## src/adcsc_pkg.sv

```systemverilog
package adcsc_pkg;

  // ********************************************************
  // Register map (byte offsets)
  // ********************************************************
  localparam logic [7:0] ADCSC_CTL0_OFS = 8'h00;
  localparam logic [7:0] ADCSC_CTL1_OFS = 8'h04;
  localparam logic [7:0] ADCSC_STAT_OFS = 8'h08;
  localparam logic [7:0] ADCSC_MASK_OFS = 8'h0C;

  // ********************************************************
  // Primary control fields
  // ********************************************************
  localparam int ADCSC_SC_BIT     = 0;
  localparam int ADCSC_ENC_BIT    = 1;
  localparam int ADCSC_TOVIE_BIT  = 2;
  localparam int ADCSC_OVIE_BIT   = 3;
  localparam int ADCSC_PWR_BIT    = 4;
  localparam int ADCSC_REFERENCE_POWER_BIT  = 5;
  localparam int ADCSC_REFSEL_BIT = 6;
  localparam int ADCSC_MSC_BIT    = 7;
  localparam int ADCSC_SHTLO_LSB  = 8;
  localparam int ADCSC_SHTHI_LSB  = 12;

  // ********************************************************
  // Secondary control fields
  // ********************************************************
  localparam int ADCSC_BUSY_BIT   = 0;
  localparam int ADCSC_SEQ_LSB    = 1;
  localparam int ADCSC_DIV_LSB    = 5;
  localparam int ADCSC_SAMPLE_INPUT_INVERT_BIT   = 8;
  localparam int ADCSC_SHP_BIT    = 9;
  localparam int ADCSC_SHS_LSB    = 10;
  localparam int ADCSC_STADDR_LSB = 12;

  // Bits that only change while conversion is disabled
  localparam logic [15:0] ADCSC_CTL0_LOCK = 16'hFFC0;
  localparam logic [15:0] ADCSC_CTL1_LOCK = 16'hFFFE;
  localparam logic [15:0] ADCSC_CTL_RST   = 16'h0000;
  localparam logic [2:0]  ADCSC_IRQ_RST   = 3'h0;
  localparam logic [2:0]  ADCSC_DIV_RST   = 3'h0;
  localparam logic [10:0] ADCSC_CNT_RST   = 11'h000;
  localparam logic [10:0] ADCSC_CNT_LAST  = 11'h001;

  // Status bits: conversion done, memory overflow, time overflow
  localparam int ADCSC_IRQ_DONE = 0;
  localparam int ADCSC_IRQ_MOVF = 1;
  localparam int ADCSC_IRQ_TOVF = 2;

  localparam logic [1:0] ADCSC_SRC_SW     = 2'h0;
  localparam logic [1:0] ADCSC_SRC_TA1    = 2'h1;
  localparam logic [1:0] ADCSC_SRC_TB0    = 2'h2;
  localparam logic [1:0] ADCSC_SEQ_SINGLE = 2'h0;
  localparam logic [1:0] ADCSC_SEQ_CHAIN  = 2'h1;

  typedef enum logic [1:0] {ST_IDLE, ST_SAMPLE, ST_CONVERT} adcsc_state_e;

  // Sampling period in converter clock cycles
  function automatic logic [10:0] adcsc_sample_cycles(input logic [3:0] code);
    logic [10:0] n;
    n = 11'h400;
    unique case (code)
      4'h0: n = 11'h004;
      4'h1: n = 11'h008;
      4'h2: n = 11'h010;
      4'h3: n = 11'h020;
      4'h4: n = 11'h040;
      4'h5: n = 11'h060;
      4'h6: n = 11'h080;
      4'h7: n = 11'h0C0;
      4'h8: n = 11'h100;
      4'h9: n = 11'h180;
      4'hA: n = 11'h200;
      4'hB: n = 11'h300;
      default: n = 11'h400;
    endcase
    return n;
  endfunction

endpackage

```

## src/adcsc_sample_timer.sv

```systemverilog
`timescale 1ns/10ps
module adcsc_sample_timer
  import adcsc_pkg::*;
(
  input  wire logic       mclk_in,
  input  wire logic       rst_b_in,
  input  wire logic [2:0] div_code_in,
  input  wire logic       start_in,
  input  wire logic [3:0] period_code_in,
  output logic            tick_out,
  output logic            done_out
);

  logic [2:0]  div_cnt_q;
  logic        tick_q;
  logic [10:0] cnt_q;
  logic        run_q;
  logic        done_q;

  // ********************************************************
  // Converter clock divider
  // ********************************************************
  always_ff @(posedge mclk_in) begin
    if (!rst_b_in) begin
      div_cnt_q <= ADCSC_DIV_RST;
      tick_q    <= 1'b0;
    end else begin
      tick_q    <= (div_cnt_q == div_code_in);
      div_cnt_q <= (div_cnt_q == div_code_in) ? ADCSC_DIV_RST : div_cnt_q + 3'h1;
    end
  end

  // ********************************************************
  // Sampling period counter
  // ********************************************************
  always_ff @(posedge mclk_in) begin
    if (!rst_b_in) begin
      cnt_q  <= ADCSC_CNT_RST;
      run_q  <= 1'b0;
      done_q <= 1'b0;
    end else begin
      done_q <= 1'b0;
      if (start_in) begin
        cnt_q <= adcsc_sample_cycles(period_code_in);
        run_q <= 1'b1;
      end else if (run_q && tick_q) begin
        cnt_q <= cnt_q - ADCSC_CNT_LAST;
        if (cnt_q == ADCSC_CNT_LAST) begin
          run_q  <= 1'b0;
          done_q <= 1'b1;
        end
      end
    end
  end

  assign tick_out = tick_q;
  assign done_out = done_q;

  AST_DIV_GAP: assert property (@(posedge mclk_in) disable iff (!rst_b_in)
    (tick_q && div_code_in != 3'h0 && $stable(div_code_in)) |=> !tick_q)
    else $error("converter clock tick repeated with divider above one");

  AST_MIN_SAMPLE: assert property (@(posedge mclk_in) disable iff (!rst_b_in)
    start_in |=> (run_q && !done_q)[*4])
    else $error("sampling period shorter than four cycles");

endmodule

```

## src/adcsc_ctrl.sv

```systemverilog
`timescale 1ns/10ps
module adcsc_ctrl
  import adcsc_pkg::*;
(
  input  wire logic        mclk_in,
  input  wire logic        rst_b_in,
  input  wire logic        hsel_in,
  input  wire logic [31:0] haddr_in,
  input  wire logic [1:0]  htrans_in,
  input  wire logic        hwrite_in,
  input  wire logic [2:0]  hsize_in,
  input  wire logic        hready_in,
  input  wire logic [31:0] hwdata_in,
  output logic      [31:0] hrdata_out,
  output logic             hreadyout_out,
  output logic             hresp_out,
  input  wire logic        timer_a_out1_in,
  input  wire logic        timer_b_out0_in,
  input  wire logic        timer_b_out1_in,
  input  wire logic        global_interrupt_enable_in,
  input  wire logic        conv_done_in,
  input  wire logic        seq_last_in,
  input  wire logic [3:0]  cur_mem_in,
  input  wire logic        mem_overflow_in,
  output logic             sampling_signal_out,
  output logic             conv_start_out,
  output logic      [3:0]  start_memory_address_out,
  output logic      [1:0]  sequence_mode_out,
  output logic             converter_clock_tick_out,
  output logic             reference_power_out,
  output logic             reference_level_select_out,
  output logic             converter_power_out,
  output logic             conversion_enable_out,
  output logic             irq_out
);

  function automatic logic reg_hit(input logic [7:0] a, input logic [7:0] ofs);
    return a == ofs;
  endfunction

  logic         ap;
  logic         wr_pend_q;
  logic         rd_pend_q;
  logic [7:0]   addr_q;
  logic [31:0]  hrdata_q;
  logic         hready_q;
  logic [31:0]  rd_val;
  logic [15:0]  ctl0_q;
  logic [15:0]  ctl1_q;
  logic [2:0]   stat_q;
  logic [2:0]   mask_q;
  logic         irq_q;
  logic         ref_lvl_q;
  logic         wr_ctl0;
  logic         wr_ctl1;
  logic [2:0]   sync1_q;
  logic [2:0]   sync2_q;
  logic [2:0]   sync3_q;
  logic [2:0]   clean_q;
  logic         lvl;
  logic         lvl_q;
  logic         edge_hit;
  adcsc_state_e st_q;
  adcsc_state_e st_d;
  logic         use_tmr_q;
  logic         use_tmr_d;
  logic         tmr_go;
  logic         tmr_go_q;
  logic         tmr_done;
  logic         tmr_tick;
  logic         cstart;
  logic         cstart_q;
  logic         samp_q;
  logic         tovf;
  logic         msc_eff;
  logic [3:0]   period_code;
  logic [2:0]   irq_en;

  wire logic conversion_enable   = ctl0_q[ADCSC_ENC_BIT];
  wire logic pwr   = ctl0_q[ADCSC_PWR_BIT];
  wire logic sample_pulse_mode   = ctl1_q[ADCSC_SHP_BIT];
  wire logic [1:0] seq = ctl1_q[ADCSC_SEQ_LSB +: 2];
  wire logic [1:0] shs = ctl1_q[ADCSC_SHS_LSB +: 2];

  // ********************************************************
  // AHB-Lite slave
  // ********************************************************
  assign ap      = hsel_in && htrans_in[1] && hready_in;
  assign wr_ctl0 = wr_pend_q && reg_hit(addr_q, ADCSC_CTL0_OFS);
  assign wr_ctl1 = wr_pend_q && reg_hit(addr_q, ADCSC_CTL1_OFS);

  always_ff @(posedge mclk_in) begin
    if (!rst_b_in) begin
      wr_pend_q <= 1'b0;
      rd_pend_q <= 1'b0;
      addr_q    <= 8'h00;
    end else begin
      wr_pend_q <= ap && hwrite_in;
      rd_pend_q <= ap && !hwrite_in;
      if (ap) begin
        addr_q <= haddr_in[7:0];
      end
    end
  end

  // Reads take one wait state so a write just before is already visible
  always_ff @(posedge mclk_in) begin
    if (!rst_b_in) begin
      hready_q <= 1'b1;
      hrdata_q <= 32'h0000_0000;
    end else begin
      hready_q <= !(ap && !hwrite_in);
      if (rd_pend_q) begin
        hrdata_q <= rd_val;
      end
    end
  end

  always_comb begin
    rd_val = 32'h0000_0000;
    if (reg_hit(addr_q, ADCSC_CTL0_OFS)) begin
      rd_val[15:0] = ctl0_q;
    end else if (reg_hit(addr_q, ADCSC_CTL1_OFS)) begin
      rd_val[15:0] = {ctl1_q[15:1], st_q != ST_IDLE};
    end else if (reg_hit(addr_q, ADCSC_STAT_OFS)) begin
      rd_val[2:0] = stat_q;
    end else if (reg_hit(addr_q, ADCSC_MASK_OFS)) begin
      rd_val[2:0] = mask_q;
    end
  end

  // ********************************************************
  // Control registers
  // ********************************************************
  always_ff @(posedge mclk_in) begin
    if (!rst_b_in) begin
      ctl0_q <= ADCSC_CTL_RST;
    end else if (wr_ctl0) begin
      ctl0_q[15:1] <= conversion_enable ? ((ctl0_q[15:1] & ADCSC_CTL0_LOCK[15:1]) |
                             (hwdata_in[15:1] & ~ADCSC_CTL0_LOCK[15:1]))
                          : hwdata_in[15:1];
      ctl0_q[ADCSC_SC_BIT] <= hwdata_in[ADCSC_SC_BIT];
    end else begin
      ctl0_q[ADCSC_SC_BIT] <= 1'b0;
    end
  end

  always_ff @(posedge mclk_in) begin
    if (!rst_b_in) begin
      ctl1_q <= ADCSC_CTL_RST;
    end else if (wr_ctl1 && !conversion_enable) begin
      ctl1_q <= {hwdata_in[15:1], 1'b0};
    end
  end

  // ********************************************************
  // Interrupts
  // ********************************************************
  assign irq_en = {ctl0_q[ADCSC_TOVIE_BIT], ctl0_q[ADCSC_OVIE_BIT], 1'b1};

  // A new event wins over a clear in the same cycle
  always_ff @(posedge mclk_in) begin
    if (!rst_b_in) begin
      stat_q <= ADCSC_IRQ_RST;
      mask_q <= ADCSC_IRQ_RST;
      irq_q  <= 1'b0;
    end else begin
      stat_q <= (stat_q & ~((wr_pend_q && reg_hit(addr_q, ADCSC_STAT_OFS)) ?
                            hwdata_in[2:0] : 3'h0)) |
                {tovf, mem_overflow_in, conv_done_in};
      if (wr_pend_q && reg_hit(addr_q, ADCSC_MASK_OFS)) begin
        mask_q <= hwdata_in[2:0];
      end
      irq_q <= global_interrupt_enable_in && |(stat_q & mask_q & irq_en);
    end
  end

  // ********************************************************
  // Trigger inputs
  // ********************************************************
  for (genvar i = 0; i < 3; i++) begin : g_sync
    always_ff @(posedge mclk_in) begin
      if (!rst_b_in) begin
        sync1_q[i] <= 1'b0;
        sync2_q[i] <= 1'b0;
        sync3_q[i] <= 1'b0;
        clean_q[i] <= 1'b0;
      end else begin
        sync1_q[i] <= (i == 0) ? timer_a_out1_in : (i == 1) ? timer_b_out0_in : timer_b_out1_in;
        sync2_q[i] <= sync1_q[i];
        sync3_q[i] <= sync2_q[i];
        if (sync2_q[i] == sync3_q[i]) begin
          clean_q[i] <= sync3_q[i];
        end
      end
    end
  end

  always_comb begin
    unique case (shs)
      ADCSC_SRC_SW:  lvl = ctl0_q[ADCSC_SC_BIT];
      ADCSC_SRC_TA1: lvl = clean_q[0];
      ADCSC_SRC_TB0: lvl = clean_q[1];
      default:       lvl = clean_q[2];
    endcase
    lvl = lvl ^ ctl1_q[ADCSC_SAMPLE_INPUT_INVERT_BIT];
  end

  always_ff @(posedge mclk_in) begin
    if (!rst_b_in) begin
      lvl_q <= 1'b0;
    end else begin
      lvl_q <= lvl;
    end
  end

  assign edge_hit = lvl && !lvl_q;

  // ********************************************************
  // Sample and conversion sequencing
  // ********************************************************
  assign msc_eff     = ctl0_q[ADCSC_MSC_BIT] && (seq != ADCSC_SEQ_SINGLE);
  assign period_code = cur_mem_in[3] ? ctl0_q[ADCSC_SHTHI_LSB +: 4]
                                     : ctl0_q[ADCSC_SHTLO_LSB +: 4];
  // An edge that lands while busy is a conversion-time overflow
  assign tovf        = edge_hit && (st_q != ST_IDLE);

  always_comb begin
    st_d      = st_q;
    use_tmr_d = use_tmr_q;
    tmr_go    = 1'b0;
    cstart    = 1'b0;
    unique case (st_q)
      ST_IDLE: begin
        if (edge_hit && conversion_enable && pwr) begin
          st_d      = ST_SAMPLE;
          use_tmr_d = sample_pulse_mode;
          tmr_go    = sample_pulse_mode;
        end
      end
      ST_SAMPLE: begin
        if (use_tmr_q ? tmr_done : !lvl) begin
          st_d   = ST_CONVERT;
          cstart = 1'b1;
        end
      end
      ST_CONVERT: begin
        if (conv_done_in) begin
          if (!conversion_enable || seq == ADCSC_SEQ_SINGLE ||
              (seq == ADCSC_SEQ_CHAIN && seq_last_in)) begin
            st_d = ST_IDLE;
          end else if (msc_eff) begin
            st_d      = ST_SAMPLE;
            use_tmr_d = 1'b1;
            tmr_go    = 1'b1;
          end else begin
            st_d = ST_IDLE;
          end
        end
      end
    endcase
  end

  always_ff @(posedge mclk_in) begin
    if (!rst_b_in) begin
      st_q      <= ST_IDLE;
      use_tmr_q <= 1'b0;
      tmr_go_q  <= 1'b0;
      cstart_q  <= 1'b0;
      samp_q    <= 1'b0;
      ref_lvl_q <= 1'b0;
    end else begin
      st_q      <= st_d;
      use_tmr_q <= use_tmr_d;
      tmr_go_q  <= tmr_go;
      cstart_q  <= cstart;
      samp_q    <= (st_d == ST_SAMPLE);
      ref_lvl_q <= ctl0_q[ADCSC_REFSEL_BIT] && ctl0_q[ADCSC_REFERENCE_POWER_BIT];
    end
  end

  // Timer start is registered; the period code is sampled on that edge
  adcsc_sample_timer u_timer (
    .mclk_in        (mclk_in),
    .rst_b_in       (rst_b_in),
    .div_code_in    (ctl1_q[ADCSC_DIV_LSB +: 3]),
    .start_in       (tmr_go_q),
    .period_code_in (period_code),
    .tick_out       (tmr_tick),
    .done_out       (tmr_done)
  );

  // ********************************************************
  // Outputs
  // ********************************************************
  assign hrdata_out                 = hrdata_q;
  assign hreadyout_out              = hready_q;
  assign hresp_out                  = 1'b0;
  assign sampling_signal_out        = samp_q;
  assign conv_start_out             = cstart_q;
  assign start_memory_address_out   = ctl1_q[ADCSC_STADDR_LSB +: 4];
  assign sequence_mode_out          = seq;
  assign converter_clock_tick_out   = tmr_tick;
  assign reference_power_out        = ctl0_q[ADCSC_REFERENCE_POWER_BIT];
  assign reference_level_select_out = ref_lvl_q;
  assign converter_power_out        = pwr;
  assign conversion_enable_out      = conversion_enable;
  assign irq_out                    = irq_q;

  // ********************************************************
  // Checks
  // ********************************************************
  AST_SC_CLEAR: assert property (@(posedge mclk_in) disable iff (!rst_b_in)
    (ctl0_q[ADCSC_SC_BIT] && !wr_ctl0) |=> !ctl0_q[ADCSC_SC_BIT])
    else $error("software start bit did not clear itself");

  AST_NO_START_OFF: assert property (@(posedge mclk_in) disable iff (!rst_b_in)
    (st_q == ST_IDLE && !conversion_enable) |=> (st_q == ST_IDLE) && !samp_q)
    else $error("sampling began with conversion disabled");

  AST_ONE_WRITE_START: assert property (@(posedge mclk_in) disable iff (!rst_b_in)
    (wr_ctl0 && hwdata_in[1:0] == 2'h3 && st_q == ST_IDLE && pwr && hwdata_in[4]
     && shs == ADCSC_SRC_SW && !ctl1_q[ADCSC_SAMPLE_INPUT_INVERT_BIT]) |=> ##1 (st_q == ST_SAMPLE))
    else $error("combined enable and start write did not start sampling");

  AST_EDGE_EACH: assert property (@(posedge mclk_in) disable iff (!rst_b_in)
    (st_q == ST_CONVERT && conv_done_in && !msc_eff) |=> st_q == ST_IDLE)
    else $error("next sample started without a trigger edge");

  AST_AUTO_NEXT: assert property (@(posedge mclk_in) disable iff (!rst_b_in)
    (st_q == ST_CONVERT && conv_done_in && msc_eff && conversion_enable && !seq_last_in)
    |=> st_q == ST_SAMPLE && tmr_go_q)
    else $error("multi-conversion did not restart sampling");

  AST_SINGLE_MODE: assert property (@(posedge mclk_in) disable iff (!rst_b_in)
    (st_q == ST_CONVERT && conv_done_in && seq == ADCSC_SEQ_SINGLE) |=> st_q == ST_IDLE)
    else $error("single conversion mode did not stop");

  AST_REF_LEVEL: assert property (@(posedge mclk_in) disable iff (!rst_b_in)
    ref_lvl_q |-> $past(ctl0_q[ADCSC_REFERENCE_POWER_BIT]))
    else $error("reference level raised while reference off");

  AST_IRQ_GATE: assert property (@(posedge mclk_in) disable iff (!rst_b_in)
    irq_q |-> $past(global_interrupt_enable_in) && $past(|(stat_q & mask_q & irq_en)))
    else $error("interrupt raised without global or local enable");

  AST_LOCKED: assert property (@(posedge mclk_in) disable iff (!rst_b_in)
    (wr_ctl1 && conversion_enable) |=> $stable(ctl1_q))
    else $error("locked configuration changed while enabled");

  CVR_CONV_START: cover property (@(posedge mclk_in) disable iff (!rst_b_in)
    cstart_q);
  CVR_AUTO: cover property (@(posedge mclk_in) disable iff (!rst_b_in)
    st_q == ST_CONVERT && conv_done_in && msc_eff ##1 st_q == ST_SAMPLE);
  CVR_TOVF: cover property (@(posedge mclk_in) disable iff (!rst_b_in) tovf);
  CVR_IRQ: cover property (@(posedge mclk_in) disable iff (!rst_b_in) $rose(irq_q));

endmodule

```

## config.mk

```make
export PLATFORM = sky130hd
export DESIGN_NAME = adcsc_ctrl
export DESIGN_NICKNAME = d
export VERILOG_FILES = /design/src/adcsc_pkg.sv /design/src/adcsc_sample_timer.sv /design/src/adcsc_ctrl.sv
export SDC_FILE = /design/constraint.sdc
export NUM_CORES = 1
export LEC_CHECK = 0
export BUFFER_PORTS_ARGS = -buffer_cell sky130_fd_sc_hd__clkbuf_2
export CAP_MARGIN = 20
export CORE_MARGIN = 3
export CORE_UTILIZATION = 52
export DETAILED_ROUTE_END_ITERATION = 8
export PLACE_DENSITY = 0.8
export SYNTH_ARGS = -nofsm -noshare
export SYNTH_HDL_FRONTEND = slang
export SYNTH_SLANG_ARGS = --single-unit
```

## constraint.sdc

```tcl
create_clock -name mclk_in -period 2.7 [get_ports mclk_in]
set_input_delay 0.54 -clock mclk_in [delete_from_list [all_inputs] [get_ports mclk_in]]
set_output_delay 0.54 -clock mclk_in [all_outputs]
set_load 0.005 [all_outputs]
```

==> results.md, run 1 <==
- Setup repair after global routing left no endpoint under its margin.
- The most frequent standard cell in the layout excluding fill and tap cells is dfxtp_1.
- The worst register-to-register path ends at ctl0_q[15].
- The ratio of cells with drive above 1 in the final layout is 21.8%.
- Global routing used 21.0% of the available tracks across all layers.
- Across the routed clock network, the largest skew measured is 18.1 ps.
- At the worst endpoint, the arrival time is 2670 ps.
- The number of enable-type register cells in the synthesized netlist is 0.
- The path class of the tightest hold or removal check is input pin to flip-flop.
- Buffers added to address setup during post-CTS repair amount to 0.
- In the routed layout, each cell is associated on average with a via count of 5.55.
- The number of antenna violations at the first check in global routing is 0.
- The launch point of the worst hold path is timer_a_out1_in.
- Buffers inserted to repair hold after CTS numbered 0.
- The clock net in this run drives a total of 102 sinks.
- The via count is 3860.
- The mapped netlist covers 4710 sq um.
- The share of the yosys chip area belonging to registers is 43.4%.
- In this run the power density over the cells is 541 nW/um^2.
- The die height is 101 um.
- The count of cells along the worst register-to-register path is 6.
- The number of DRC markers in iteration 0 is 213.
- The transition time of the tightest slew-check pin is 586 ps.
- The initial standard-cell utilization of the core is 53.7%.
- In this run, distinct cell masters in the synthesized netlist total 60.
- The number of buffers added by the clock tree synthesis step is 9.
- The critical path is of the flip-flop to flip-flop type.
- Clock-pin slew was measured on the worst setup and hold paths at 100 ps.
- The buffer type at the clock tree root is clkbuf_8.
- TritonCTS built the clock tree.
- Port buffering added 68 buffers.
- The final worst-path cycle share is 89.6%.
- The final layout contains 673 nets.
- For hold timing, the worst endpoint is sync1_q[0].
- The final standard cell utilization of the core is 59.4%.
- Entering global routing, the biggest net connects 32 pins.
- The type of element capturing the critical path is a flip-flop.
- Compared with the post-synthesis result, the final layout area differs by 10.6%.
- The startpoint identified for the worst register-to-register timing path is addr_q[4].
- The first TritonRoute pass finished after 5 iterations.
- The average instance area after synthesis is 8.85 sq um.
- The final number of hold-violating endpoints is 0.
- The cell leakage power is 2.10 nW.
- The peak supply drop is 0.252 mV.
- The design draws 2.82 mW.
- Counting flops with an async set or reset pin after synthesis yields a share of 0%.
- The total detailed-routing wirelength is 10500 um.
- The routed wirelength normalized by instance count is 15.1 um.
- The clock passes through at most 2 buffers.
- The synthesized instance count is 532.
- Once the clock tree was built, the resizer swapped 0 gates to a different size.
- 133 I/O pins were placed.
- Detailed placement finished with a half-perimeter wire length of 7740 um.
- Clock latency on the worst-skew pair, taken at its later pin, is 370 ps.
- The count of pins over their slew limit is 0.
- The highest attainable clock frequency is 413 MHz.
- The die is 101 um wide.
- The floorplan has 34 rows.
- After floorplanning, the core was sized to cover 8760 sq um.
- The total of max-cap violations is 0.
- In the layout the commonest cells are dfxtp_1 (102), clkbuf_2 (68), nand2_1 (57).
- The final-layout setup total negative slack is 0 ps.
- The H-tree was split into 3 levels.
- The flow ran to the end, and the final reports show no timing, DRC or antenna violations.
- The clock period could shrink to 2420 ps.
- The instance count along the most critical hold path is 2.
- The residual overflow from global routing is 0.
- The via count of the first global-routing pass is 3673.
- For this run, design rule violations remaining after detail routing come to 0.
- The number of antenna diodes in the final layout is 0.
- For this run, the leading register cell type out of synthesis is dfxtp_1.
- Setup violations remaining at the end of the flow were counted as 0.
- For the worst setup path, the data required time is 2950 ps.
- The worst pin sits at a relative slew slack of 60.8%.
- The placer congestion estimate is 0.937.
- The die covers 10200 sq um.
- Counting flops and latches in the post-synthesis netlist gives 102.
- The maximum fanout along the worst path is 10.
- The remaining antenna violation count after routing is 0.
- Yosys printed 0 warnings.
- The kind of launch point of the worst setup path is a flip-flop.
- The setup check on the worst reg-to-reg path leaves a slack of 280 ps.
- The global-route wire length before repair is 17400 um.
metrics by stage:
stage / hold slack (ps) / setup slack (ps) / area [sq um] / std cells
finish: 374 / 280 / 5200 / 695
global route: 375 / 181 / 5200 / 695
CTS: 366 / 284 / 5200 / 695
detailed placement: 424 / 298 / 4990 / 679
global placement: 414 / 322 / 4990 / 679
floorplan: 412 / 250 / 4770 / 548
synthesized netlist by cell type, drive strengths merged (2+ instances only):
library cell | number | area [sq um]
and3 | 6 | 37.5
xnor2 | 7 | 61.3
o21a | 2 | 15.0
a22o | 2 | 17.5
or4 | 3 | 26.3
or3 | 6 | 37.5
clkbuf | 25 | 93.8
nand2 | 67 | 277
nor3b | 4 | 30.0
or3b | 3 | 26.3
a21oi | 48 | 278
inv | 17 | 63.8
a211oi | 3 | 22.5
a31oi | 3 | 18.8
and2 | 10 | 62.6
nor2 | 54 | 203
or4b | 2 | 27.5
o22ai | 3 | 18.8
a2bb2oi | 13 | 114
nor4b | 2 | 32.5
mux2i | 32 | 320
xor2 | 3 | 26.3
nor3 | 7 | 40.0
ha | 6 | 75.1
o21ai | 22 | 110
nand3b | 4 | 30.0
nand4 | 3 | 18.8
dfxtp | 102 | 2040
buf | 30 | 236
nand3 | 15 | 75.1
nand2b | 4 | 25.0
mux4 | 4 | 90.1
nor4 | 2 | 12.5
cell families after synthesis:
family	after synthesis	share of synthesized area, %
other	1	0.0797
muxes	37	8.96
buffers and inverters	73	8.45
AOI/OAI and AO/OA	108	14.8
and+or+nand+nor	195	20.9
DFF	102	43.4
adders and majority gates	6	1.59
xor gates and xnor gates	10	1.86
state kept, by name, indices dropped and copies added, names as in the netlist, 8 cells and up:
name and count:
ctl0_q 16, hrdata_out 16, ctl1_q 15, u_timer.cnt_q 11
addr_q 8
layer usage:
metal  vias to the layer above  GRT usage, %  share of wire, %
met5                         -             0                 0
met4                         0          7.36               1.6
met3                        14          3.37               6.1
met2                       134          34.8                47
met1                      1813          27.8                45
li1                       1899             -                 -
power by group:
group | internal [mW] | switching [mW] | total (mW)
clock | 0.489 | 0.537 | 1.03
sequential | 1.53 | 0.0304 | 1.57
combinational | 0.0943 | 0.129 | 0.223
total | 2.12 | 0.697 | 2.82
worst max-delay path: stages, from the launching register on:
cell	delay [ps]
dfxtp_1	330
or4_4	530
or4b_4	590
or4_1	410
buf_4	210
mux2i_1	170
nor2_1	50
how the worst max path moves through the flow:
stage          slack, ps       from  depth (start not counted)    endpoint
5_1_grt              180  addr_q[4]                          5   stat_q[2]
2_1_floorplan        250  addr_q[4]                          8  ctl1_q[10]
3_3_place_gp         320  addr_q[4]                          5  ctl1_q[13]
3_5_place_dp         300  addr_q[4]                          5   ctl1_q[8]
6_report             280  addr_q[4]                          6  ctl0_q[15]
4_1_cts              280  addr_q[4]                          6  ctl0_q[15]
area by class of cell:
type | count | area (sq um)
fill | 746 | 3560
multi-input combinational | 373 | 2330
sequential | 102 | 2040
timing repair buffer | 78 | 415
clock buffer | 11 | 151
tap | 108 | 135
inverter | 18 | 67.6
clock inverter | 5 | 66.3
No activity file was read; power rests on OpenSTA's default activity.
==> inputs of run 2 (changes only) <==
- PLACE_DENSITY: 0.8 -> 0.79
==> results.md, run 2 (same netlist as run 1, synthesis figures left out) <==
- Global routing finished with a remaining overflow of 0.
- Among cell families on the critical path, the largest total delay comes from simple AND/OR/NAND/NOR gates.
- Traced cell by cell, the critical path runs through or4_4, or4b_4, or4_1, buf_4, mux2i_1, nor2_1.
- The tightest hold path in the finished design has a slack of 370 ps.
- For this design the static power due to leakage is 2.09 nW.
- The power per unit of standard cell area is 539 nW/um^2.
- The ratio of cells with drive above 1 in the final layout is 21.5%.
- The global-route wire length before repair is 17300 um.
- The floorplan core area is 8760 sq um.
- The routed wirelength normalized by instance count is 14.8 um.
- Adding up every negative setup slack in the final design gives 0 ps.
- The total of fill cells in the finished design is 764.
- Detailed placement finished with a half-perimeter wire length of 7420 um.
- The met2 usage is 33.7%.
- The highest attainable clock frequency is 414 MHz.
- The clock passes through at most 2 buffers.
- Entering global routing, the biggest net connects 32 pins.
- The total power consumption of the routed design is 2.80 mW.
- The maximum cell stage delay along the critical path is 590 ps.
- The top cell types in the final layout, fill and taps aside, are dfxtp_1 (102), clkbuf_2 (68), nand2_1 (57).
- The number of hold buffers added after cts is 0.
- The maximum level of the CTS H-tree is 3.
- The headroom to the max-slew limit is 60.1%.
- TritonCTS built the clock tree.
- In the routed design, unresolved DRC markers number 0.
- The clock edge transition at the registers on the reported setup and hold paths is 110 ps.
- The maximum fanout along the worst path is 10.
- The floorplan has 34 rows.
- At the pin with the least slew margin, the transition time is 595 ps.
- The path class of the lowest-slack min-delay path is input pin to flip-flop.
- Global routing consumed, on the met3 layer, 5.23% of the routing resources.
- The total of max-cap violations is 0.
- The number of antenna violations at the first check in global routing is 0.
- The number of placed cells counting well taps is 678.
- The overall fraction of global-route tracks in use is 21.1%.
- After detailed routing, the total wire length is 10300 um.
- The overall die area is 10200 sq um.
- The kind of launch point of the worst setup path is a flip-flop.
- The placer congestion estimate is 0.899.
- 133 I/O pins were placed.
- Clock tree synthesis inserted a total of 9 buffers.
- At the worst endpoint, the arrival time is 2700 ps.
- The count of pins over their slew limit was 0.
- For this block, the initial DRC count from the detailed router was 254.
- The buffers plus inverters on the worst setup path is 1.
- In the finished design, the share of the clock period the worst path needs comes to 89.5%.
- IR analysis of the VDD net gives a maximum drop of 0.311 mV.
- Once layout is complete, the utilization of the core stands at 59.3%.
- The final-report setup violation count is 0.
- The initial utilization of the core area, before any placement, comes to 53.7%.
- The count of placed standard cells in the final layout, fillers left out is 694.
- In the final design database the tool counted 672 nets.
- The mean number of vias per cell is 5.50.
- The number of antenna cells inserted is 0.
- In this run the tool buffered the top-level ports with 68 buffer cells.
- The count of buffers added by post-CTS timing repair for setup is 0.
- The most frequent standard cell in the layout excluding fill and tap cells is dfxtp_1.
- The layout-stage area growth over the synthesis result is 10.5%.
- CTS saw 102 sinks.
- The via count is 3819.
- The start-to-end type of the worst setup path is flip-flop to flip-flop.
- Data on the critical path is required at its endpoint by 2980 ps.
- Subtracting the final worst setup slack from the clock period gives 2420 ps.
- For this run, the detailed router's first-pass iteration total came to 5.
- The post-cts repair resize count is 0.
- For this design, the slowest cell found on the critical path is or4b_4.
- The flow ran to the end, and the final reports show no timing, DRC or antenna violations.
- Setup repair after global routing left no endpoint under its margin.
- The type of element capturing the critical path is a flip-flop.
- The worst-case clock skew is 14.5 ps.
- The count of nets left with antenna violations once routing finished came out at 0.
- The via count of the first global-routing pass is 3623.
- For this run, global-route usage on met1 was measured as 28.2%.
- The die is 101 um tall.
- The busiest metal layer after global routing is met2.
- The width of the die is 101 um.
- The tree is rooted in a clkbuf_8.
- The final number of hold-violating endpoints came to 0.
- The clock reaches the later pin of the worst-skew pair after 380 ps.
-- run 2: changes by cell type in the layout (fill, tap and decap cells not counted) --
cell,before,now
clkbuf_1,0,1
buf_12,0,1
clkbuf_8,11,10
buf_4,10,8
clkinv_4,2,1
inv_6,0,1
-- run 2: path summary, 6_finish.rpt --
path | startpoint | to | slack (ps) | cells after the start
hold reg to reg | sync1_q[2] | sync2_q[2] | 440 | 1
setup / recovery | addr_q[4] | ctl0_q[8] | 280 | 6
hold / removal | timer_b_out0_in | sync1_q[1] | 370 | 2
setup reg to reg | addr_q[4] | ctl0_q[8] | 280 | 6
-- run 2: layout make-up --
cell class / count / area [sq um] / share of cell area, %
flip-flops and latches: 102 / 2040 / 39.3
clock inverters: 5 / 66.3 / 1.28
multi-input cells: 373 / 2330 / 44.8
clock buffers: 11 / 141 / 2.72
repair buffers: 77 / 420 / 8.08
inverters: 18 / 67.6 / 1.30
well taps: 108 / 135 / 2.60
-- run 2: layer usage --
metal	vias to the layer above	wire, um
li1	1896	-
met1	1787	4580
met2	121	4900
met3	15	612
met4	0	170
met5	-	0
-- run 2: through the flow --
| stage | setup slack (ps) | instance area (sq um) |
|---|---|---|
| after floorplan | 250 | 4770 |
| after global placement | 318 | 4990 |
| after detailed placement | 286 | 4990 |
| after CTS | 287 | 5200 |
| after global routing | 203 | 5200 |
| final | 284 | 5200 |
-- run 2: power by group --
group	internal, mW	total (mW)	switching [mW]
registers	1.53	1.56	0.0290
clock network	0.466	1.01	0.545
logic	0.0975	0.230	0.133
==> inputs of run 3 (changes only) <==
--- a/config.mk
+++ b/config.mk
@@ -12,3 +12,3 @@
 export DETAILED_ROUTE_END_ITERATION = 8
-export PLACE_DENSITY = 0.79
+export PLACE_DENSITY_LB_ADDON = 0.1
 export SYNTH_ARGS = -nofsm -noshare
==> constraint.sdc (replaced) <==
create_clock -name mclk_in -period 2.7 [get_ports mclk_in]
set_input_delay 0.27 -clock mclk_in [delete_from_list [all_inputs] [get_ports mclk_in]]
set_output_delay 0.27 -clock mclk_in [all_outputs]
set_load 0.005 [all_outputs]
==> results.md, run 3 (same netlist as run 1, synthesis figures left out) <==
- The library cells used most frequently in the layout, excluding fill and tap cells, are dfxtp_1 (102), clkbuf_2 (68), nand2_1 (57).
- The clock reaches the later pin of the worst-skew pair after 350 ps.
- The ratio of cells with drive above 1 in the final layout is 21.8%.
- The worst-case clock skew is 13.0 ps.
- The tightest min-delay check is of the input pin to flip-flop type.
- The total of fill cells in the finished design is 820.
- TritonCTS created 9 clock buffers.
- In the routed design, unresolved DRC markers number 0.
- The routed wirelength normalized by instance count is 14.7 um.
- The data arrival at the endpoint of the critical path is 2650 ps.
- The clock edge transition at the registers on the reported setup and hold paths is 100 ps.
- The number of antenna diodes in the final layout is 0.
- The combinational share of power is 7.7%.
- The total net switching power is 668 uW.
- The via count of the first global-routing pass was 3450.
- CTS built an H-tree with a depth of 3.
- The count of pins over their slew limit is 0.
- The via count is 3701.
- The final worst-path cycle share is 90.0%.
- CTS saw 102 sinks.
- Summing all multi-input logic gate instances after layout gives 2330 sq um.
- The clock passes through at most 2 buffers.
- The floorplan step set the die width to 101 um.
- The number of buffers added on ports is 68.
- The time the final worst path needs with I/O delays and setup is 2430 ps.
- The initial standard-cell utilization of the core is 53.7%.
- The residual overflow from global routing is 0.
- The final number of hold-violating endpoints is 0.
- Summing all non-filler instances in the final layout gives an area of 5210 sq um.
- Counting cells, the worst reg-to-reg path comes to 6.
- The global-route wire length before repair is 16700 um.
- The run finished with clean final reports.
- The terminating pin of the worst hold path is irq_out.
- Timing would allow up to 411 MHz.
- After clock tree synthesis, the setup repair step added 0 buffers.
- After the flow finishes, the layout carries non-filler instances totaling 695.
- STA classifies the critical path endpoint as a flip-flop.
- Entering global routing, the biggest net connects 30 pins.
- The final-layout setup total negative slack is 0 ps.
- After legalization and detailed placement, the total HPWL measured 7400 um.
- The maximum fanout along the worst path is 10.
- In this run, placement finished with an instance count of 680.
- The headroom to the max-slew limit is 64.2%.
- In this run the critical register-to-register path is captured at ctl0_q[7].
- The floorplan step defined a core boundary enclosing 8760 sq um.
- The required time of the critical path is 2920 ps.
- Across the run, the number of max-cap violations was 0.
- After detailed routing, the number of vias per cell comes to 5.33.
- For this design the static power due to leakage is 2.11 nW.
- The die covers 10200 sq um.
- The area after detailed placement is 4990 sq um.
- The transition time of the tightest slew-check pin is 536 ps.
- The worst hold path was traced through 3 stages.
- Pin placement for this block handled 133 I/O pins.
- VDD sags by at most 0.328 mV.
- The first TritonRoute pass finished after 4 iterations.
- The worst register-to-register path has a setup slack of 270 ps.
- The remaining antenna violation count after routing is 0.
- The register area is 2040 sq um.
- The startpoint of the lowest-slack register-to-register path is addr_q[4].
- The clock network is responsible for 37.3% of the overall power.
- The number of DRC markers in iteration 0 is 141.
- The internal power of the cells is 2.17 mW.
- After the last flow step, the layout net total stands at 674.
- The largest individual stage delay along the critical path comes from the cell or4b_4.
- The die height is 101 um.
- The worst setup path is launched from a flip-flop.
- Registers are responsible for 55.0% of the overall power.
- The placer congestion estimate is 0.851.
- The signal on the critical path passes through or4_4, or4b_4, or4_1, buf_4, mux2i_1, nor2_1.
- The launch point of the worst hold path is global_interrupt_enable_in.
- In this run the power density over the cells is 545 nW/um^2.
- Setup repair after global routing left no endpoint under its margin.
- Net switching is 23.5% of the power.
- The largest single stage delay on the critical path is 590 ps.
- The final-report setup violation count is 0.
- Summed over all layers, the routed wires come to 10200 um.
- The buffer type at the clock tree root is clkbuf_8.
- The number of antenna violations at the first check in global routing is 0.
- The number of gates resized after CTS was 0.
- For this run, the total global-route usage over all layers was measured as 20.2%.
- The area growth from synthesis to layout is 10.8%.
- The critical path is of the flip-flop to flip-flop type.
- Row generation in the floorplan step produced 34 rows.
- TritonCTS built the clock tree.
- After clock tree synthesis, the flow added hold-fix buffers numbering 0.
- Leaving out fill and tap cells, the most frequent cell in the layout is dfxtp_1.
[run 3: layout make-up]
class / instances / area share [%]
Multi-Input combinational cell: 373 / 44.6
Sequential cell: 102 / 39.2
Timing Repair Buffer: 79 / 8.11
Clock buffer: 10 / 2.64
Tap cell: 108 / 2.59
Clock inverter: 5 / 1.56
Inverter: 18 / 1.30
[run 3: metrics by stage]
step / utilization, % / power [mW] / setup slack, ps / hold WS [ps]
finish: 59.5 / 2.84 / 269 / 119
global route: 59.5 / 2.95 / 185 / 113
CTS: 59.5 / 2.87 / 256 / 110
detailed placement: 57.0 / 1.82 / 282 / 417
global placement: 57.0 / 1.81 / 296 / 415
floorplan: - / 1.75 / 250 / 389
[run 3: power groups by stage]
stage | Clock (mW) | Combinational, mW | Sequential (mW)
floorplan | 0 | 0.165 | 1.59
detailed placement | 0 | 0.219 | 1.60
global route | 1.14 | 0.246 | 1.57
global placement | 0 | 0.213 | 1.60
finish | 1.06 | 0.220 | 1.56
CTS | 1.08 | 0.221 | 1.56
[run 3: worst max-delay path by stage]
| stage | from | endpoint | slack, ps | depth (start not counted) |
|---|---|---|---|---|
| floorplan | addr_q[4] | ctl1_q[10] | 250 | 8 |
| global placement | addr_q[4] | ctl1_q[15] | 300 | 5 |
| detailed placement | addr_q[4] | ctl1_q[2] | 280 | 5 |
| CTS | addr_q[4] | ctl0_q[7] | 260 | 6 |
| global route | addr_q[4] | ctl0_q[7] | 190 | 6 |
| finish | addr_q[4] | ctl0_q[7] | 270 | 6 |
[run 3: routing by layer]
| metal | vias to the layer above | routed length [um] | track usage (%) |
|---|---|---|---|
| li1 | 1893 | - | - |
| met1 | 1704 | 4840 | 28.4 |
| met2 | 99 | 4780 | 32.9 |
| met3 | 5 | 545 | 2.69 |
| met4 | 0 | 58 | 5.11 |
| met5 | - | 0 | 0 |
[run 3: worst max-delay path, delay by kind of cell (launching register included)]
kind,cells,cell delay (ps)
buf+inv,1,220
flops,1,320
mux,1,170
simple gates,4,1590
